[src/verilog/nco_pkg.sv]
// Shared constants for the oscillator phase, timer and sine/cosine block.
package nco_pkg;

  // Widths of the host word, the accumulators and the lookup address.
  localparam int CMD_W = 16;
  localparam int ACC_W = 32;
  localparam int LUT_ADDR_W = 20;
  localparam int QPSK_ZERO_W = 14;

  // Write port register select codes; code 2'h3 is reserved.
  localparam logic [1:0] SEL_FREQ_LOW = 2'h0;
  localparam logic [1:0] SEL_FREQ_HIGH = 2'h1;
  localparam logic [1:0] SEL_PHASE = 2'h2;

  // Values after reset.
  localparam logic [CMD_W-1:0] WORD_RESET = 16'h0000;
  localparam logic [ACC_W-1:0] ACC_RESET = 32'h00000000;

  // Symmetric full scale of the sine and cosine words.
  localparam logic signed [15:0] FULL_POS = 16'sh7fff;
  localparam logic signed [15:0] FULL_NEG = 16'sh8001;

  // Rotation pipeline: stages, datapath width, angle width, guard bits.
  localparam int CORDIC_N = 16;
  localparam int CORDIC_W = 20;
  localparam int ANGLE_W = 22;
  localparam int GUARD_W = 2;

  // Start vector: full scale with guard bits, divided by the rotation gain.
  localparam logic signed [CORDIC_W-1:0] CORDIC_X0 = 20'sh136e8;
  localparam logic signed [CORDIC_W-1:0] CORDIC_ROUND = 20'sh00002;

  // Arctangent of 2^-i; a full circle is 2^22 angle units.
  localparam logic [ANGLE_W-1:0] ATAN_TABLE [0:CORDIC_N-1] = '{
    22'h080000, 22'h04b902, 22'h027ece, 22'h014445,
    22'h00a2c3, 22'h005176, 22'h0028be, 22'h00145f,
    22'h000a30, 22'h000518, 22'h00028c, 22'h000146,
    22'h0000a3, 22'h000051, 22'h000029, 22'h000014
  };

endpackage

[src/verilog/cordic_stage.sv]
// One pipelined rotation stage of the sine/cosine generator.
`timescale 1ns/10ps
module cordic_stage
  import nco_pkg::*;
#(
  parameter int IDX = 0,
  parameter logic [ANGLE_W-1:0] ATAN = 22'h000000
) (
  input wire logic clk,
  input wire logic rst_n,
  input wire logic signed [CORDIC_W-1:0] x_in,
  input wire logic signed [CORDIC_W-1:0] y_in,
  input wire logic signed [ANGLE_W-1:0] z_in,
  input wire logic [1:0] quad_in,
  output logic signed [CORDIC_W-1:0] x_out,
  output logic signed [CORDIC_W-1:0] y_out,
  output logic signed [ANGLE_W-1:0] z_out,
  output logic [1:0] quad_out
);

  wire logic signed [CORDIC_W-1:0] x_sh = x_in >>> IDX;
  wire logic signed [CORDIC_W-1:0] y_sh = y_in >>> IDX;
  wire logic up = ~z_in[ANGLE_W-1];
  wire logic signed [CORDIC_W-1:0] next_x = up ? x_in - y_sh : x_in + y_sh;
  wire logic signed [CORDIC_W-1:0] next_y = up ? y_in + x_sh : y_in - x_sh;
  wire logic signed [ANGLE_W-1:0] next_z = up ? z_in - $signed(ATAN) : z_in + $signed(ATAN);

  always_ff @(posedge clk or negedge rst_n) begin
    if (!rst_n) begin
      x_out <= '0;
      y_out <= '0;
      z_out <= '0;
      quad_out <= 2'h0;
    end else begin
      x_out <= next_x;
      y_out <= next_y;
      z_out <= next_z;
      quad_out <= quad_in;
    end
  end

endmodule // cordic_stage

[src/verilog/nco_phase_freq_sincos.sv]
// Phase and frequency control, interval timer and sine/cosine generator.
`timescale 1ns/10ps
module nco_phase_freq_sincos
  import nco_pkg::*;
(
  input wire logic SYS_CLK,
  input wire logic ARST_N,
  input wire logic CHIP_SELECT_N,
  input wire logic WRITE_STROBE_N,
  input wire logic [1:0] REGISTER_SELECT,
  input wire logic [CMD_W-1:0] COMMAND_WORD_BUS,
  input wire logic CENTER_FREQ_LOAD_EN_N,
  input wire logic OFFSET_FREQ_LOAD_EN_N,
  input wire logic PHASE_LOAD_EN_N,
  input wire logic PHASE_SOURCE_SELECT,
  input wire logic [1:0] QPSK_SYMBOL,
  input wire logic OFFSET_FREQ_GATE_N,
  input wire logic PHASE_ACC_PRESET_N,
  input wire logic PHASE_RANGE_SELECT,
  input wire logic TIMER_STEP_LOAD_EN_N,
  input wire logic TIMER_RESTART_BYPASS_N,
  output logic PHASE_CARRY_N,
  output logic TIMER_CARRY_N,
  output logic [15:0] SIN_OUT,
  output logic [15:0] COS_OUT
);

  // Reset release through two flip-flops.
  logic rst_meta;
  logic rst_n;

  always_ff @(posedge SYS_CLK or negedge ARST_N) begin
    if (!ARST_N) begin
      rst_meta <= 1'b0;
      rst_n <= 1'b0;
    end else begin
      rst_meta <= 1'b1;
      rst_n <= rst_meta;
    end
  end

  // Write port decode.
  // host write strobe
  wire logic wr_active = ~CHIP_SELECT_N & ~WRITE_STROBE_N;
  wire logic wr_low = wr_active & (REGISTER_SELECT == SEL_FREQ_LOW);
  wire logic wr_high = wr_active & (REGISTER_SELECT == SEL_FREQ_HIGH);
  wire logic wr_phase = wr_active & (REGISTER_SELECT == SEL_PHASE);

  logic [CMD_W-1:0] freq_input_low;
  logic [CMD_W-1:0] freq_input_high;
  logic [CMD_W-1:0] phase_input;

  always_ff @(posedge SYS_CLK or negedge rst_n) begin
    if (!rst_n) begin
      freq_input_low <= WORD_RESET;
      freq_input_high <= WORD_RESET;
      phase_input <= WORD_RESET;
    end else begin
      if (wr_low) begin
        freq_input_low <= COMMAND_WORD_BUS;
      end
      if (wr_high) begin
        freq_input_high <= COMMAND_WORD_BUS;
      end
      if (wr_phase) begin
        phase_input <= COMMAND_WORD_BUS;
      end
    end
  end

  wire logic [ACC_W-1:0] load_word = {freq_input_high, freq_input_low};

  // Registered load enables; reset to the inactive level.
  logic center_freq_load_en_q;
  logic offset_freq_load_en_q;
  logic phase_load_en_q;

  always_ff @(posedge SYS_CLK or negedge rst_n) begin
    if (!rst_n) begin
      center_freq_load_en_q <= 1'b1;
      offset_freq_load_en_q <= 1'b1;
      phase_load_en_q <= 1'b1;
    end else begin
      center_freq_load_en_q <= CENTER_FREQ_LOAD_EN_N;
      offset_freq_load_en_q <= OFFSET_FREQ_LOAD_EN_N;
      phase_load_en_q <= PHASE_LOAD_EN_N;
    end
  end

  logic [ACC_W-1:0] center_freq;
  logic [ACC_W-1:0] offset_freq;
  logic [ACC_W-1:0] time_step;

  always_ff @(posedge SYS_CLK or negedge rst_n) begin
    if (!rst_n) begin
      center_freq <= ACC_RESET;
      offset_freq <= ACC_RESET;
    end else begin
      if (!center_freq_load_en_q) begin
        center_freq <= load_word;
      end
      if (!offset_freq_load_en_q) begin
        offset_freq <= load_word;
      end
    end
  end

  always_ff @(posedge SYS_CLK or negedge rst_n) begin
    if (!rst_n) begin
      time_step <= ACC_RESET;
    end else if (!TIMER_STEP_LOAD_EN_N) begin
      time_step <= load_word;
    end
  end

  // The symbol map is Gray coded so that 2'h2 lands on 270 degrees.
  // symbol phase map
  wire logic [1:0] qpsk_top = {QPSK_SYMBOL[1], QPSK_SYMBOL[1] ^ QPSK_SYMBOL[0]};
  wire logic [CMD_W-1:0] next_phase = PHASE_SOURCE_SELECT ? phase_input
                                      : {qpsk_top, {QPSK_ZERO_W{1'b0}}};

  logic [CMD_W-1:0] phase_reg;

  always_ff @(posedge SYS_CLK or negedge rst_n) begin
    if (!rst_n) begin
      phase_reg <= WORD_RESET;
    end else if (!phase_load_en_q) begin
      phase_reg <= next_phase;
    end
  end

  wire logic [ACC_W-1:0] offset_term = OFFSET_FREQ_GATE_N ? offset_freq : ACC_RESET;
  wire logic [ACC_W-1:0] phase_step = center_freq + offset_term;

  logic [ACC_W-1:0] phase_acc;
  logic [ACC_W-1:0] time_acc;
  logic phase_ovf;
  logic time_ovf;

  wire logic [ACC_W-1:0] phase_fb = PHASE_ACC_PRESET_N ? phase_acc : ACC_RESET;
  wire logic [ACC_W-1:0] time_fb = TIMER_RESTART_BYPASS_N ? time_acc : ACC_RESET;
  wire logic [ACC_W:0] phase_sum = {1'b0, phase_fb} + {1'b0, phase_step};
  wire logic [ACC_W:0] time_sum = {1'b0, time_fb} + {1'b0, time_step};

  always_ff @(posedge SYS_CLK or negedge rst_n) begin
    if (!rst_n) begin
      phase_acc <= ACC_RESET;
      time_acc <= ACC_RESET;
      phase_ovf <= 1'b0;
      time_ovf <= 1'b0;
    end else begin
      phase_acc <= phase_sum[ACC_W-1:0];
      time_acc <= time_sum[ACC_W-1:0];
      phase_ovf <= phase_sum[ACC_W];
      time_ovf <= time_sum[ACC_W];
    end
  end

  assign PHASE_CARRY_N = ~phase_ovf;
  assign TIMER_CARRY_N = ~time_ovf;

  wire logic [CMD_W-1:0] top_sum = phase_acc[ACC_W-1:CMD_W] + phase_reg;
  // half circle clears the top bit
  wire logic arg_msb = top_sum[CMD_W-1] & ~PHASE_RANGE_SELECT;
  wire logic [ACC_W-1:0] next_arg = {arg_msb, top_sum[CMD_W-2:0], phase_acc[CMD_W-1:0]};

  logic [ACC_W-1:0] phase_arg;

  always_ff @(posedge SYS_CLK or negedge rst_n) begin
    if (!rst_n) begin
      phase_arg <= ACC_RESET;
    end else begin
      phase_arg <= next_arg;
    end
  end

  wire logic [LUT_ADDR_W-1:0] lut_addr = phase_arg[ACC_W-1:ACC_W-LUT_ADDR_W];
  wire logic [1:0] quad0 = lut_addr[LUT_ADDR_W-1:LUT_ADDR_W-2];
  wire logic signed [ANGLE_W-1:0] z0 = {2'b00, lut_addr[LUT_ADDR_W-3:0], 2'b00};

  // The rotation pipeline replaces a full table, trading latency for area.
  logic signed [CORDIC_W-1:0] cx [0:CORDIC_N];
  logic signed [CORDIC_W-1:0] cy [0:CORDIC_N];
  logic signed [ANGLE_W-1:0] cz [0:CORDIC_N];
  logic [1:0] cq [0:CORDIC_N];

  assign cx[0] = CORDIC_X0;
  assign cy[0] = '0;
  assign cz[0] = z0;
  assign cq[0] = quad0;

  genvar g;
  generate
    for (g = 0; g < CORDIC_N; g++) begin : g_stage
      cordic_stage #(
        .IDX(g),
        .ATAN(ATAN_TABLE[g])
      ) u_stage (
        .clk(SYS_CLK),
        .rst_n(rst_n),
        .x_in(cx[g]),
        .y_in(cy[g]),
        .z_in(cz[g]),
        .quad_in(cq[g]),
        .x_out(cx[g+1]),
        .y_out(cy[g+1]),
        .z_out(cz[g+1]),
        .quad_out(cq[g+1])
      );
    end
  endgenerate

  // Drop guard bits with rounding and clamp to the symmetric range.
  function automatic logic signed [15:0] sat16(input logic signed [CORDIC_W-1:0] v);
    logic signed [CORDIC_W-1:0] r;
    r = (v + CORDIC_ROUND) >>> GUARD_W;
    if (r > $signed({{(CORDIC_W-16){1'b0}}, FULL_POS})) begin
      sat16 = FULL_POS;
    end else if (r < $signed({{(CORDIC_W-16){1'b1}}, FULL_NEG})) begin
      sat16 = FULL_NEG;
    end else begin
      sat16 = r[15:0];
    end
  endfunction

  wire logic signed [15:0] c_res = sat16(cx[CORDIC_N]);
  wire logic signed [15:0] s_res = sat16(cy[CORDIC_N]);

  // Negation is safe because 8000 never reaches this point.
  logic signed [15:0] cos_q;
  logic signed [15:0] sin_q;

  always_comb begin
    case (cq[CORDIC_N])
      2'h0: begin
        cos_q = c_res;
        sin_q = s_res;
      end
      2'h1: begin
        cos_q = -s_res;
        sin_q = c_res;
      end
      2'h2: begin
        cos_q = -c_res;
        sin_q = -s_res;
      end
      2'h3: begin
        cos_q = s_res;
        sin_q = -c_res;
      end
      default: begin
        cos_q = c_res;
        sin_q = s_res;
      end
    endcase
  end

  wire logic [15:0] next_sin = TIMER_RESTART_BYPASS_N ? sin_q : phase_arg[ACC_W-1:CMD_W];
  wire logic [15:0] next_cos = TIMER_RESTART_BYPASS_N ? cos_q : phase_arg[CMD_W-1:0];

  always_ff @(posedge SYS_CLK or negedge rst_n) begin
    if (!rst_n) begin
      SIN_OUT <= WORD_RESET;
      COS_OUT <= WORD_RESET;
    end else begin
      SIN_OUT <= next_sin;
      COS_OUT <= next_cos;
    end
  end

endmodule // nco_phase_freq_sincos

[config.mk]
export PLATFORM = sky130hd
export DESIGN_NAME = nco_phase_freq_sincos
export DESIGN_NICKNAME = d
export VERILOG_FILES = /design/src/verilog/nco_pkg.sv /design/src/verilog/cordic_stage.sv /design/src/verilog/nco_phase_freq_sincos.sv
export SDC_FILE = /design/constraint.sdc
export NUM_CORES = 2
export LEC_CHECK = 0
export ABC_AREA = 1
export BUFFER_PORTS_ARGS = -buffer_cell sky130_fd_sc_hd__buf_4
export CAP_MARGIN = 30
export CORE_UTILIZATION = 50
export CTS_BUF_LIST = sky130_fd_sc_hd__clkbuf_8
export DETAILED_ROUTE_END_ITERATION = 7
export GPL_TIMING_DRIVEN = 0
export HOLD_SLACK_MARGIN = 0.15
export PLACE_DENSITY = 0.75
export SLEW_MARGIN = 20
export SYNTH_ARGS = -nofsm -noshare
export SYNTH_HDL_FRONTEND = slang
export SYNTH_SLANG_ARGS = --single-unit
[constraint.sdc]
create_clock -name SYS_CLK -period 46.3 [get_ports SYS_CLK]
set_input_delay 6.945 -clock SYS_CLK [delete_from_list [all_inputs] [get_ports SYS_CLK]]
set_output_delay 6.945 -clock SYS_CLK [all_outputs]
set_load 0.1 [all_outputs]
# Word-level counts from Yosys, hierarchy flattened
# Index checks and enable logic that the tools add are counted.
[word_totals]
ff_bits = 1257
input_bits = 33
output_inout_bits = 34
word_cells = 254
[op_classes]
add_sub_neg = 95
n_lt_le_gt_ge = 4
eq_ne = 5
muxes = 56
bitwise = 11
reduce_logical = 2
[op_table]
columns = ["operator", "count"]
rows = [
  ["20-bit 2-to-1 mux", 30],
  ["22-bit 2-to-1 mux", 14],
  ["16-bit case mux with 4 select lines", 2],
  ["16-bit 2-to-1 mux", 7],
  ["32-bit 2-to-1 mux", 3],
  ["32-bit by 32-bit adder with 33-bit output", 2],
  ["20-bit by 10-bit adder with 20-bit output", 2],
  ["20-bit by 11-bit adder with 20-bit output", 2],
  ["20-bit by 12-bit adder with 20-bit output", 2],
  ["20-bit by 13-bit adder with 20-bit output", 2],
  ["20-bit by 14-bit adder with 20-bit output", 2],
  ["20-bit by 15-bit adder with 20-bit output", 2],
  ["20-bit by 16-bit adder with 20-bit output", 2],
  ["20-bit by 17-bit adder with 20-bit output", 2],
  ["20-bit by 18-bit adder with 20-bit output", 2],
  ["20-bit by 3-bit adder with 20-bit output, second input constant", 2],
  ["20-bit by 5-bit adder with 20-bit output", 2],
  ["20-bit by 6-bit adder with 20-bit output", 2],
  ["20-bit by 7-bit adder with 20-bit output", 2],
  ["20-bit by 8-bit adder with 20-bit output", 2],
  ["20-bit by 9-bit adder with 20-bit output", 2],
  ["20-bit by 10-bit subtractor with 20-bit output", 2],
  ["20-bit by 11-bit subtractor with 20-bit output", 2],
  ["20-bit by 12-bit subtractor with 20-bit output", 2],
  ["53 further kinds", 79],
]

# Longest topological paths before layout
[depth]
ltp_word = 7
depth_mapped = 27
depth_no_buf = 26

# By module
# Synthesis repeated with hierarchy kept, for this count alone.
[unflattened]
cells_unflattened = 15956
hier_area_um2 = 111109.1
[by_module_without_submodules]
columns = ["mod", "instances", "cells_each", "area_each_um2", "seq_area_each_um2"]
rows = [
  ["nco_phase_freq_sincos", 1, 2519, 18795.5, 7385.8],
  ["cordic_stage at g_stage[4].u_stage", 1, 915, 6068.3, 1601.5],
  ["cordic_stage at g_stage[1].u_stage", 1, 915, 6042.0, 1601.5],
  ["cordic_stage at g_stage[7].u_stage", 1, 888, 6012.0, 1601.5],
  ["cordic_stage at g_stage[13].u_stage", 1, 875, 5948.2, 1601.5],
  ["cordic_stage at g_stage[3].u_stage", 1, 860, 5921.9, 1601.5],
  ["cordic_stage at g_stage[12].u_stage", 1, 859, 5853.1, 1601.5],
  ["cordic_stage at g_stage[14].u_stage", 1, 881, 5818.1, 1601.5],
  ["cordic_stage at g_stage[2].u_stage", 1, 804, 5778.0, 1601.5],
  ["cordic_stage at g_stage[5].u_stage", 1, 827, 5773.0, 1601.5],
  ["cordic_stage at g_stage[10].u_stage", 1, 828, 5768.0, 1601.5],
  ["cordic_stage at g_stage[6].u_stage", 1, 822, 5760.5, 1601.5],
  ["cordic_stage at g_stage[9].u_stage", 1, 835, 5626.6, 1601.5],
  ["cordic_stage at g_stage[11].u_stage", 1, 793, 5605.4, 1601.5],
  ["+3 rows", "--", "--", "--", "--"],
]

# Worst setup path before layout
# No wires, ideal clock.
[synth_path]
kind = "input -> register"
startpoint = "input OFFSET_FREQ_GATE_N"
endpoint = "register phase_acc[29]"
setup_ps = 79
t_arrival_ps = 10925
slack_ps = 35296
stages = 25
path_buffers = 1
cell_sequence = "clkbuf_1 -> nand2_1 -> inv_1 -> ha_1 -> inv_1 -> fa_1 -> nand3b_1 -> nand2_1 -> a21oi_1 -> o21ai_0 -> a21boi_0 -> inv_1 -> a21oi_1 -> o21ai_0 -> a21oi_1 -> o31ai_1 -> xor2_1 -> ha_1 -> nand2_1 -> nor2_1 -> inv_1 -> o311ai_0 -> nand2_1 -> o2111ai_1 -> xor2_1"
[synth_between]
elab_chain_cells = 3
[synth_rtl]
columns = ["element", "line", "rtl"]
rows = [
  ["from (decl)", "nco_phase_freq_sincos.sv:17", "input wire logic OFFSET_FREQ_GATE_N,"],
  ["32-bit 2-to-1 mux", "nco_phase_freq_sincos.sv:132", "wire logic [ACC_W-1:0] offset_term = OFFSET_FREQ_GATE_N ? offset_freq : ACC_RESET;"],
  ["32-bit adder", "nco_phase_freq_sincos.sv:133", "wire logic [ACC_W-1:0] phase_step = center_freq + offset_term;"],
  ["32-bit by 32-bit adder with 33-bit output", "nco_phase_freq_sincos.sv:142", "wire logic [ACC_W:0] phase_sum = {1'b0, phase_fb} + {1'b0, phase_step};"],
  ["net phase_sum[29]", "nco_phase_freq_sincos.sv:142", ""],
  ["to (signal assigned)", "nco_phase_freq_sincos.sv:152", "phase_acc <= phase_sum[ACC_W-1:0];"],
  ["to (decl)", "nco_phase_freq_sincos.sv:135", "logic [ACC_W-1:0] phase_acc;"],
]
# The timed path passes the listed nets, and every way through them passes these cells.
# A chain may end at the register's enable or synchronous reset.

# Worst setup path after layout
# Ends and elaborated chain as after synthesis.

==> out/metrics.yaml <==
status: "finished, final reports clean"
drt_iter0_drc: 4206
seq_area_frac_synth_pct: 37.6
coreArea_mm2: 0.157
grt_overflow: 0
fin_cells: 11800
setup.worst_path.start_class: "primary input"
fin_crit_ps: 11320
syn2layout_area_growth_pct: 10.5
setup_ws_ps: 34980
largest_register: "g_stage.u_stage.z_out"
fin_nets: 10600
ant_nets: 0
reg2reg_from: "g_stage[13].u_stage.z_out[21]"
drive_above_1_share_pct: 5.37
start_util_pct: 50.5
core.rowCount: 145
num_vias: 63400
grt_antenna_before_repair: 7
finalHoldViolations: 0
drv_cap: 0
final_common_cell: "nand2_1"
fin_area_mm2: 0.0876
place_ws_ps: 34090
final_cell_mix: "nand2_1 (1759), dfrtp_1 (1185), inv_1 (1103)"
min_path_type: "reg -> async"
fp.dieArea_mm2: 0.160
gp_congestion: 0.944
cts_buffers: 198
setup_viol: 0
post_cts.repair.setup_buffers: 0
cts_resized: 0
skew_ps: 62.1
clock.fmax_mhz: 88.4
netlist_instances: 9297
clkLatencyLatePin_ps: 970
cts_tree: "done"
wl_per_cell_um: 16.4
cts_num_sinks: 1189
worstMarginPinSlew_ps: 922
ys_ff_latch: 1189
track_usage_pct: 24.3
reg_top3: "g_stage.u_stage.z_out x301, g_stage.u_stage.x_out x283, g_stage.u_stage.y_out x278"
clock_path_buffers: 3
largest_reg_flops: 301
vias_per_cell: 5.36
chipHeight_um: 400
post_dp_cell_area_mm2: 0.0829
synth_edf_count: 0
dp_cells: 11400
regToRegEndpoint: "g_stage[14].u_stage.x_out[19]"
maxSlewHeadroom_pct: 37.7
cts_root_buffer: "clkbuf_8"
drc_errors: 0
grt_pass1_vias: 62400
cp.arrival_ps: 12180
report.final.slew_viol_count: 0
path_max_fanout: 10
hold_buffers: 0
rsz0062_at_grt: "no"
netlist_area_mm2: 0.0792
die_w_um: 400
path_clk_slew_ps: 70
port_buffers: 63
yosys_warnings: 0
grt_max_degree: 63
ctsHtreeMaxLevel: 4
boundaryPins: 67
post_synth.cell_area_avg_um2: 8.52
drt-pass1-iter-count: 6
wl_um: 194000
min_period_over_period_pct: 24.4
required_ps: 47170
r2r_slack_ps: 41050
end_kind: "register"
r2r_cells: 18
synth_cell_types: 66
dp_hpwl_um: 154000
grt_pass1_wl_um: 314000
synthArstFlopShare_pct: 100
synth_ff_type: "dfrtp_1"
critical_path_class: "in -> reg"
per-layer routing:
layer	track usage, %	share of wire, %	vias up
met5	0	0	-
met4	9.39	3.7	0
met3	3.77	4.9	397
met2	40.4	47	1518
met1	31.7	44	30000
li1	-	-	31500
layout make-up:
| class | count | area [µm²] |
|---|---|---|
| Inverter | 1076 | 4040 |
| Clock buffer | 244 | 3360 |
| Fill cell | 13800 | 69200 |
| Antenna cell | 7 | 17.5 |
| Timing Repair Buffer | 92 | 1140 |
| Tap cell | 2058 | 2570 |
| Sequential cell | 1189 | 29800 |
| Buffer | 116 | 477 |
| Clock inverter | 122 | 1230 |
| Multi-Input combinational cell | 6917 | 45000 |
worst max-delay path, stage by stage:
cell and delay (ps):
buf_4 170, clkbuf_1 330, nand2_1 110, inv_1 80
ha_1 160, inv_1 60, fa_1 400, nand3b_1 200
nand2_1 110, a21oi_1 100, o21ai_0 260, a21boi_0 240
inv_1 130, a21oi_1 110, o21ai_0 290, a21oi_1 170
o31ai_1 300, xor2_1 160, ha_1 380, nand2_1 110
nor2_1 170, inv_1 70, o311ai_0 700, nand2_1 110
o2111ai_1 130, xor2_1 170
synth_stat cells (4+ instances only):
library cell	count	area [µm²]
nor2_2	12	75.1
clkinv_1	6	22.5
nor3_1	101	505
inv_2	12	45.0
o41ai_1	7	61.3
a31oi_1	57	357
a21oi_1	935	4680
o21a_1	12	90.1
ha_1	951	11900
nor2_1	539	2020
nor3b_1	8	60.1
nand4_1	53	332
a211oi_1	23	173
nand3_1	310	1550
a21o_1	34	255
buf_2	8	40.0
nand3b_1	7	52.6
o221a_2	5	56.3
nor4_1	16	100
a221oi_1	5	43.8
o21bai_1	48	360
nand3_2	6	60.1
or2_2	11	68.8
nand2_2	16	100
xnor2_1	378	3310
o31ai_1	24	180
nand2_1	1759	6600
fa_1	44	881
o21ai_1	15	75.1
o311ai_0	5	43.8
o21ai_0	646	3230
inv_1	1057	3970
dfrtp_1	1186	29700
clkbuf_1	100	375
nand4_2	4	50.1
o2111ai_1	5	43.8
xor2_1	717	6280
a21boi_0	111	833
o211ai_1	19	143
nor2_4	5	56.3
worst max-delay path by stage:
stage / cells past startpoint / startpoint / endpoint / slack, ps
final: 26 / OFFSET_FREQ_GATE_N / phase_acc[29] / 34980
after CTS: 26 / OFFSET_FREQ_GATE_N / phase_acc[29] / 35130
after detailed placement: 26 / OFFSET_FREQ_GATE_N / phase_acc[29] / 34090
after global placement: 0 / rst_n / g_stage[2].u_stage.y_out[5] / -310
after global routing: 26 / OFFSET_FREQ_GATE_N / phase_acc[29] / 34650
after floorplan: 0 / rst_n / COS_OUT[0] / 10710
kinds of logic after synthesis:
| kind of cell | share of synthesized area (%) |
|---|---|
| simple gates | 14.8 |
| compound gates | 13.6 |
| buf+inv | 5.69 |
| xor+xnor | 12.2 |
| other cells | 0.00473 |
| fa+ha+maj | 16.1 |
| mux | 0.0126 |
| flops | 37.6 |
stage by stage:
stage | utilization (%) | setup TNS, ps | hold WS, ps
floorplan | - | 0 | 331
global placement | 52.5 | -134030 | 334
detailed placement | 52.9 | 0 | 274
CTS | 55.8 | 0 | 281
global route | 55.8 | 0 | 294
finish | 55.9 | 0 | 263
Power is left out: the tool's default activity adds up to more than one toggle a clock period on the data nets, which glitch-free logic cannot reach.
